`config.mk`:
```
export PLATFORM = sky130hd
export DESIGN_NAME = cfm_monitor
export DESIGN_NICKNAME = d
export VERILOG_FILES = /design/src/cfm_pkg.sv /design/src/cfm_monitor.sv
export VERILOG_INCLUDE_DIRS = /design/src
export SDC_FILE = /design/constraint.sdc
export NUM_CORES = 1
export LEC_CHECK = 0
export ABC_AREA = 1
export BUFFER_PORTS_ARGS = -buffer_cell sky130_fd_sc_hd__clkbuf_2
export CAP_MARGIN = 20
export CORE_UTILIZATION = 45
export CTS_CLUSTER_DIAMETER = 100
export CTS_CLUSTER_SIZE = 28
export DETAILED_ROUTE_END_ITERATION = 12
export PLACE_DENSITY_LB_ADDON = 0.25
export SYNTH_ARGS = -nofsm -noshare
export SYNTH_HDL_FRONTEND = slang
export SYNTH_SLANG_ARGS = --single-unit
```
`constraint.sdc`:
```
create_clock -name ref_clk_i -period 2.43 [get_ports ref_clk_i]
set_input_delay 0.1215 -clock ref_clk_i [delete_from_list [all_inputs] [get_ports ref_clk_i]]
set_output_delay 0.1215 -clock ref_clk_i [all_outputs]
set_load 0.05 [all_outputs]
```
`src/cfm_regs.svh`:
```
/*
  Offsets, field positions, reset values and timing counts of the
  contact feedback monitor.
  Assumes a 100 MHz register clock and byte addresses on the bus.
*/
`ifndef CFM_REGS_SVH
`define CFM_REGS_SVH

// ==========================================================
// Timing
`define CFM_CLK_HZ      100000000
`define CFM_TICK_MS     1
`define CFM_TICK_CYC    (`CFM_CLK_HZ / 1000 * `CFM_TICK_MS)
`define CFM_CLOSE_MS    12'd250
`define CFM_LEGACY_MS   12'd200
`define CFM_DISAGREE_MS 12'd250
`define CFM_BOOT_LAST   2'd3

// ==========================================================
// Register offsets, bits [3:2] of the byte address
`define CFM_OFS_CTRL    2'h0
`define CFM_OFS_STATUS  2'h1
`define CFM_OFS_MASK    2'h2
`define CFM_OFS_STATE   2'h3

// ==========================================================
// Field positions
`define CFM_CTRL_LEGACY 0
`define CFM_CTRL_CLEAR  1
`define CFM_EV_LOCK     0
`define CFM_EV_REFUSE   1
`define CFM_EV_WIRE     2
`define CFM_EV_BANK     3
`define CFM_EV_W        4
`define CFM_MASK_RST    4'h0

`endif

```
`src/cfm_pkg.sv`:
```
/*
  Types of the contact feedback monitor: modes, states, switch bank
  layout and the packed state record.
  Assumes cfm_regs.svh holds the numeric constants.
*/
package cfm_pkg;

  // ========================================================
  // Monitoring modes, dual first so it is the reset value
  typedef enum logic [1:0] {
    CFM_DUAL,
    CFM_SINGLE,
    CFM_NONE
  } cfm_mode_t;

  // Top level states
  typedef enum logic [1:0] {
    CFM_ST_BOOT,
    CFM_ST_RUN,
    CFM_ST_LOCK
  } cfm_fsm_t;

  // One configuration switch bank
  typedef struct packed {
    logic none;
    logic single;
  } cfm_bank_t;

  // ========================================================
  // Complete state of the monitor
  typedef struct packed {
    cfm_fsm_t              fsm;
    logic [1:0]            boot;
    cfm_mode_t             mode;
    logic                  legacy;
    logic [1:0]            fb_meta;
    logic [1:0]            fb_sync;
    cfm_bank_t [1:0]       bank_meta;
    cfm_bank_t [1:0]       bank_sync;
    logic [1:0]            pair_q;
    logic                  aux;
    logic [23:0]           tick_cnt;
    logic                  tick;
    logic [1:0]            close_arm;
    logic [1:0][11:0]      close_cnt;
    logic                  open_arm;
    logic [11:0]           open_cnt;
    logic [11:0]           dis_cnt;
    logic                  bank_err;
    logic                  wire_err;
    logic [1:0]            chan_fault;
    logic [3:0]            status;
    logic [3:0]            mask;
    logic                  ack;
    logic [31:0]           rdata;
    logic                  reset_ack;
    logic                  turn_on_ok;
  } cfm_state_t;

endpackage

```
`src/cfm_monitor.sv`:
```
/*
  Contact feedback monitor: supervises forced-guided feedback
  contacts of external relays driven by the safety output pair.
  Assumes feedback and switch inputs are asynchronous pins, the
  safety output pair and reset request come from logic on ref_clk_i,
  and software uses an Avalon-MM master.
*/
// Chosen here: the address map and the Avalon-MM register port.
// Overview of operation
// - Reset and turn-on need all contacts closed
// - Single channel ignores feedback while outputs on
// - Single channel contacts close within 250 ms
// - Legacy single: open 200 ms, close 200 ms
// - Dual channel lockout on 250 ms disagreement
// - Legacy dual: each channel closes within 200 ms
// - Modes single, dual, none; dual default
// - Dual channel keeps per channel fault flags
// - Single mode drives aux output following outputs
// - Wiring mismatch flags error, blocks config changes
// - Differing switch banks at power-up lock out
`include "cfm_regs.svh"

module cfm_monitor #(
  parameter int TICK_CYCLES = `CFM_TICK_CYC
) (
  input  wire logic                ref_clk_i,
  input  wire logic                arst_n_i,
  input  wire logic                ce_i,
  input  wire logic [3:0]          avs_address_i,
  input  wire logic                avs_read_i,
  input  wire logic                avs_write_i,
  input  wire logic [3:0]          avs_byteenable_i,
  input  wire logic [31:0]         avs_writedata_i,
  output logic [31:0]              avs_readdata_o,
  output logic                     avs_waitrequest_o,
  output logic                     irq_o,
  input  wire cfm_pkg::cfm_bank_t  cfg_bank_a_i,
  input  wire cfm_pkg::cfm_bank_t  cfg_bank_b_i,
  input  wire logic                feedback_input_a_i,
  input  wire logic                feedback_input_b_i,
  input  wire logic [1:0]          safety_output_pair_i,
  input  wire logic                reset_req_i,
  output logic                     reset_ack_o,
  output logic                     turn_on_ok_o,
  output logic                     aux_o,
  output logic                     aux_oe_o,
  output logic                     lockout_o,
  output logic                     cfg_change_ok_o
);

  // ========================================================
  // State and decodes
  cfm_pkg::cfm_state_t q;
  cfm_pkg::cfm_state_t d;
  logic                single;
  logic                dual;
  logic                run;
  logic                on_q;
  logic                all_closed;
  logic                wr_ok;
  logic                rd_ok;
  logic                clr;
  logic                mis;
  logic                dis_to;
  logic                open_to;
  logic                open_arm_n;
  logic [11:0]         open_cnt_n;
  logic [11:0]         dis_cnt_n;
  logic [11:0]         lim_close;
  logic [1:0]          cl_to;
  logic [1:0]          cl_arm;
  logic [1:0][11:0]    cl_cnt;
  logic [3:0]          ev;

  // Mode and bus decodes
  assign single     = q.mode == cfm_pkg::CFM_SINGLE;
  assign dual       = q.mode == cfm_pkg::CFM_DUAL;
  assign run        = q.fsm == cfm_pkg::CFM_ST_RUN;
  assign on_q       = |q.pair_q;
  assign wr_ok      = q.ack & avs_write_i;
  assign rd_ok      = q.ack & avs_read_i;
  assign clr        = wr_ok & avs_byteenable_i[0]
                    & (avs_address_i[3:2] == `CFM_OFS_CTRL)
                    & avs_writedata_i[`CFM_CTRL_CLEAR];
  assign lim_close  = (single & ~q.legacy) ? `CFM_CLOSE_MS : `CFM_LEGACY_MS;

  // Contacts closed as the selected mode sees them
  assign all_closed = single ? q.fb_sync[0] : dual ? &q.fb_sync : 1'b1;

  // ========================================================
  // Per channel close window after an output turns off
  for (genvar k = 0; k < 2; k++) begin : g_ch
    logic        was_on;
    logic        is_on;
    logic        chk;
    logic        arm_n;
    logic [11:0] cnt_n;
    logic        to_n;

    // Single mode watches the pair as one on channel 0
    assign was_on = single ? on_q : q.pair_q[k];
    assign is_on  = single ? |safety_output_pair_i : safety_output_pair_i[k];
    assign chk    = run & (single ? (k == 0) : (dual & q.legacy));

    // Arm on falling output, stop on closed contact, time out
    always_comb begin
      arm_n = q.close_arm[k];
      cnt_n = q.close_cnt[k];
      to_n  = 1'b0;
      if (!chk) begin
        arm_n = 1'b0;
      end else if (was_on & ~is_on) begin
        arm_n = 1'b1;
        cnt_n = '0;
      end else if (q.close_arm[k]) begin
        if (q.fb_sync[k]) begin
          arm_n = 1'b0;
        end else if (q.tick) begin
          cnt_n = q.close_cnt[k] + 12'd1;
          to_n  = q.close_cnt[k] == lim_close;
        end
      end
    end

    assign cl_arm[k] = arm_n;
    assign cl_cnt[k] = cnt_n;
    assign cl_to[k]  = to_n;
  end

  // ========================================================
  // Legacy single mode: contacts must open after turn-on
  always_comb begin
    open_arm_n = q.open_arm;
    open_cnt_n = q.open_cnt;
    open_to    = 1'b0;
    if (!(run & single & q.legacy)) begin
      open_arm_n = 1'b0;
    end else if (~on_q & |safety_output_pair_i) begin
      open_arm_n = 1'b1;
      open_cnt_n = '0;
    end else if (q.open_arm) begin
      if (~q.fb_sync[0]) begin
        open_arm_n = 1'b0;
      end else if (q.tick) begin
        open_cnt_n = q.open_cnt + 12'd1;
        open_to    = q.open_cnt == `CFM_LEGACY_MS;
      end
    end
  end

  // ========================================================
  // Disagreement timer: two inputs in dual, aux readback in single
  assign mis = single ? (q.fb_sync[1] != q.aux) : (q.fb_sync[0] != q.fb_sync[1]);

  always_comb begin
    dis_cnt_n = q.dis_cnt;
    dis_to    = 1'b0;
    if (!(run & mis & (single | (dual & ~q.legacy)))) begin
      dis_cnt_n = '0;
    end else if (q.tick) begin
      dis_cnt_n = q.dis_cnt + 12'd1;
      dis_to    = q.dis_cnt == `CFM_DISAGREE_MS;
    end
  end

  // ========================================================
  // Next state
  always_comb begin
    d           = q;
    ev          = '0;
    d.fb_meta   = {feedback_input_b_i, feedback_input_a_i};
    d.fb_sync   = q.fb_meta;
    d.bank_meta = {cfg_bank_b_i, cfg_bank_a_i};
    d.bank_sync = q.bank_meta;
    d.pair_q    = safety_output_pair_i;
    d.aux       = single & |safety_output_pair_i;
    d.tick      = q.tick_cnt == 24'(TICK_CYCLES - 1);
    d.tick_cnt  = d.tick ? '0 : q.tick_cnt + 24'd1;
    d.close_arm = cl_arm;
    d.close_cnt = cl_cnt;
    d.open_arm  = open_arm_n;
    d.open_cnt  = open_cnt_n;
    d.dis_cnt   = dis_cnt_n;
    d.reset_ack = 1'b0;

    // Sequencing: boot check, run, lockout
    case (q.fsm)
      cfm_pkg::CFM_ST_BOOT: begin
        d.boot = q.boot + 2'd1;
        if (q.boot == `CFM_BOOT_LAST) begin
          d.mode = q.bank_sync[0].single ? cfm_pkg::CFM_SINGLE
                 : q.bank_sync[0].none ? cfm_pkg::CFM_NONE
                 : cfm_pkg::CFM_DUAL;
          if (q.bank_sync[0] != q.bank_sync[1]) begin
            d.fsm                = cfm_pkg::CFM_ST_LOCK;
            d.bank_err           = 1'b1;
            ev[`CFM_EV_BANK]     = 1'b1;
            ev[`CFM_EV_LOCK]     = 1'b1;
          end else begin
            d.fsm = cfm_pkg::CFM_ST_RUN;
          end
        end
      end
      cfm_pkg::CFM_ST_RUN: begin
        if (dis_to & single) begin
          d.wire_err       = 1'b1;
          ev[`CFM_EV_WIRE] = 1'b1;
        end
        if ((|cl_to) | open_to | (dis_to & dual)) begin
          d.fsm            = cfm_pkg::CFM_ST_LOCK;
          ev[`CFM_EV_LOCK] = 1'b1;
          d.chan_fault     = q.chan_fault | cl_to
                           | (dis_to & dual ? ~q.fb_sync : 2'b00);
        end else if (reset_req_i) begin
          d.reset_ack        = all_closed;
          ev[`CFM_EV_REFUSE] = ~all_closed;
        end
      end
      cfm_pkg::CFM_ST_LOCK: begin
        ev[`CFM_EV_REFUSE] = reset_req_i;
        if (clr & ~q.bank_err) begin
          d.fsm        = cfm_pkg::CFM_ST_RUN;
          d.chan_fault = '0;
          d.wire_err   = 1'b0;
        end
      end
      default: begin
        d.fsm = cfm_pkg::CFM_ST_BOOT;
      end
    endcase

    // Turn-on allowed with closed contacts, held while on
    d.turn_on_ok = (d.fsm == cfm_pkg::CFM_ST_RUN) & (all_closed | on_q);

    // Register writes take effect when waitrequest is low
    if (wr_ok & avs_byteenable_i[0]) begin
      case (avs_address_i[3:2])
        `CFM_OFS_CTRL: d.legacy = avs_writedata_i[`CFM_CTRL_LEGACY];
        `CFM_OFS_MASK: d.mask = avs_writedata_i[`CFM_EV_W-1:0];
        default: d.mask = q.mask;
      endcase
    end

    // Sticky events, a read clears only the bits it returned, set wins
    d.status = (q.status & ~((rd_ok & (avs_address_i[3:2] == `CFM_OFS_STATUS))
                             ? q.rdata[`CFM_EV_W-1:0] : 4'h0))
             | ev;

    // One wait cycle per request, read data latched with it
    d.ack = (avs_read_i | avs_write_i) & ~q.ack;
    if (avs_read_i & ~q.ack) begin
      case (avs_address_i[3:2])
        `CFM_OFS_CTRL:   d.rdata = {31'h0, q.legacy};
        `CFM_OFS_STATUS: d.rdata = {28'h0, q.status};
        `CFM_OFS_MASK:   d.rdata = {28'h0, q.mask};
        `CFM_OFS_STATE:  d.rdata = {22'h0, q.chan_fault, q.fb_sync, q.mode,
                                    q.wire_err, q.bank_err, q.fsm};
        default:         d.rdata = 32'h0;
      endcase
    end
  end

  // ========================================================
  // State register, frozen while the clock enable is low
  always_ff @(posedge ref_clk_i or negedge arst_n_i) begin
    if (!arst_n_i) begin
      q <= '0;
    end else if (ce_i) begin
      q <= d;
    end
  end

  // ========================================================
  // Outputs
  assign avs_readdata_o    = q.rdata;
  assign avs_waitrequest_o = (avs_read_i | avs_write_i) & ~q.ack;
  assign irq_o             = |(q.status & q.mask);
  assign reset_ack_o       = q.reset_ack;
  assign turn_on_ok_o      = q.turn_on_ok;
  assign aux_o             = q.aux;
  assign aux_oe_o          = single;
  assign lockout_o         = q.fsm == cfm_pkg::CFM_ST_LOCK;
  assign cfg_change_ok_o   = ~q.wire_err;
endmodule

```
==> metrics.txt <==
outcome=complete, no violations; HPWL Detailed=11350 um; fin area=0.008164 mm^2; vias per cell=4.992; clk slew on worst S/H paths=0.06 ns; Mapped Cells=898; Die Y=127.3 um; CTS Root Cell=clkbuf_16; Nets=1023; Slew Viols, Final=0; largest net degree at the start of global routing=63; post-synthesis sequential area ratio=43.59%; final setup fails=0; Synth Warn #=0; period utilization=89.09%; first-pass detailed-route iteration total=4; CP Max Fanout=10; end of the worst register-to-register path=q[80]$_DFFE_PN0P_; RSZ-0062 raised after global routing=no; Max Fclk=0.4619 GHz; Cell Pwr Density=950.9 mW/mm^2; Critical Path AT=2.52 ns; initial antenna violation count=0; R2R Setup Slk=0.27 ns; placed cell areas=0.007417 mm^2; Setup crit start kind=flop; WL per Instance=13.01 um; IO Count=94; Worst path max stage delay=0.39 ns; Mapped Area=0.007062 mm^2; crit-path cells=inv_1 > ha_1 > nand2_2 > nor2_1 > nand2_1 > a21oi_4 > nand3_4 > nor2_4 > nand2_2 > o21ai_2 > nand2_1 > nor2_1; Worst Setup End Kind=flop; Post-synth EDFFs=0; clk sinks=123; Synth Register Bits=123; Initial Util=46.28%; layout cells sized above 1=12.80%; Die W=127.3 um; skew final=0.007573 ns; core area=0.01526 mm^2; critical path class=reg2reg; Clk Latency, worst-skew pair=0.42 ns; Rows=45; global route overflow=0; commonest cells after routing, fill and taps aside=191 x nand2_1, 123 x dfrtp_1, 119 x inv_1, 81 x nor2_1, 57 x nand3_1; CTS Buf Count=17; most common cell after layout, fill and taps aside=nand2_1; final core utilization=53.51%; r2r worst-path depth=12; worst vdd rail ir drop=0.0007026 V; worst endpoint required time=2.79 ns; DR vias=5891; clk buf depth=2; Most used DFF post-synth=dfrtp_1; port buffer count=38; hold_sp=safety_output_pair_i[1]; total die area=0.01620 mm^2; vias in the first global route=5671; n_diodes=0; Routed WL=15350 um; Layout Area Growth over Synthesis=15.61%; antenna-violating nets left=0; Max H-tree Level=4; Final TNS setup=0 ns; syn_area_per_cell=7.864 um^2; Total GRT Usage=20.91%; Async S/R FF share, synth=100.0%; Hold Violations, Final=0; count of different cell masters after synthesis=53; CTS tree=done; post-CTS setup buffer count=0; slowest stage cell, crit path=dfrtp_1; global-route wire length before repair=26810 um; Hold Crit Depth=3; worst hold endpoint=q[125]$_DFFE_PN0P_; Leakage=0.003938 uW; First DRT Iteration DRCs=358; worst hold path class=in2reg; routability cong.=0.8756; FF-to-FF Start=q[144]$_DFFE_PN0P_; crit path time final=2.165 ns; DRC=0; maxcap violations=0; # fillers=1457
[cells in the mapped netlist (4+ instances only)]
library cell / n / share of area, %
o31ai_1: 10 / 1.1
o21ai_0: 51 / 3.6
nand2_4: 5 / 0.80
clkbuf_1: 7 / 0.37
buf_4: 33 / 3.5
nand3_1: 57 / 4.0
nand2_1: 191 / 10
a21oi_1: 39 / 2.8
dfrtp_1: 123 / 44
o22ai_1: 4 / 0.35
nor3_1: 34 / 2.4
xnor2_1: 5 / 0.62
inv_2: 5 / 0.27
ha_1: 12 / 2.1
inv_1: 119 / 6.3
mux2_2: 4 / 0.64
nor2_1: 81 / 4.3
nand4_1: 21 / 1.9
xor2_1: 19 / 2.4
nand2_2: 8 / 0.71
o21ai_1: 8 / 0.57
nor4_1: 15 / 1.3
[timing repair]
action / in CTS / in global routing
hold buffers: 13 / 0
gates resized for setup: 0 / 0
endpoints found under the hold margin: 41 / 0
[power breakdown]
| group | switching [uW] | total [uW] | internal [uW] |
|---|---|---|---|
| combinational | 1620 | 2310 | 687 |
| clock | 913 | 2650 | 1730 |
| sequential | 370 | 2810 | 2440 |
| total | 2900 | 7760 | 4860 |
[worst max-delay path, delay by kind of cell (launching register included)]
family                   cells  cell delay [ns]
adder cells (fa/ha/maj)      1             0.27
flip-flops                   1             0.39
buffers and inverters        1             0.18
AND/OR/NAND/NOR              8             0.84
AO/OA/AOI/OAI                2             0.42
[logic make-up after synthesis]
family | Yosys count | share of synthesized area [%]
AND/OR/NAND/NOR | 429 | 28.37
buffers and inverters | 170 | 10.91
AO/OA/AOI/OAI | 135 | 11.34
flip-flops | 123 | 43.59
XOR/XNOR | 24 | 2.977
adder cells (fa/ha/maj) | 12 | 2.126
multiplexers | 4 | 0.6378
other | 1 | 0.05310
[cell type report]
cell class / count / area [um^2] / area share [%]
clock buffer: 20 / 446.7 / 5.471
clock inverter: 11 / 170.2 / 2.084
inverter: 127 / 483.0 / 5.916
multi-input combinational: 626 / 3292 / 40.32
sequential: 123 / 3078 / 37.70
tap: 211 / 264.0 / 3.234
timing repair buffer: 62 / 430.4 / 5.272
[per-layer routing]
layer	GRT usage (%)	routed length, um
met3	5.402	594
met5	0	0
met1	28.61	7528
met2	32.11	6985
met4	7.283	243
[worst max path at each step]
stage                                  start                 to  slack, ns
after floorplan           q[144]$_DFFE_PN0P_  q[80]$_DFFE_PN0P_       0.51
after global placement    q[144]$_DFFE_PN0P_  q[70]$_DFFE_PN0P_       0.30
after detailed placement  q[144]$_DFFE_PN0P_  q[81]$_DFFE_PN0P_       0.27
after CTS                 q[144]$_DFFE_PN0P_  q[80]$_DFFE_PN0P_       0.23
after global routing      q[144]$_DFFE_PN0P_  q[90]$_DFFE_PN0P_       0.03
final                     q[144]$_DFFE_PN0P_  q[80]$_DFFE_PN0P_       0.27
[sequential cells by signal (all words and copies together) (netlist names)]
name,flops
aux_o,1
avs_readdata_o,10
d,6
q,104
reset_ack_o,1
turn_on_ok_o,1
[through the flow]
stage | hold WS, ns | std cells | power (uW) | setup WS [ns]
after floorplan | -0.1741 | 919 | 4603 | 0.5097
after global placement | 0.07653 | 1136 | 5097 | 0.3006
after detailed placement | 0.07918 | 1136 | 5126 | 0.2669
after CTS | 0.008568 | 1180 | 7837 | 0.2315
after global routing | 0.07184 | 1180 | 8288 | 0.02847
final | 0.01242 | 1180 | 7763 | 0.2652
Power figures use the tool's default switching activity.
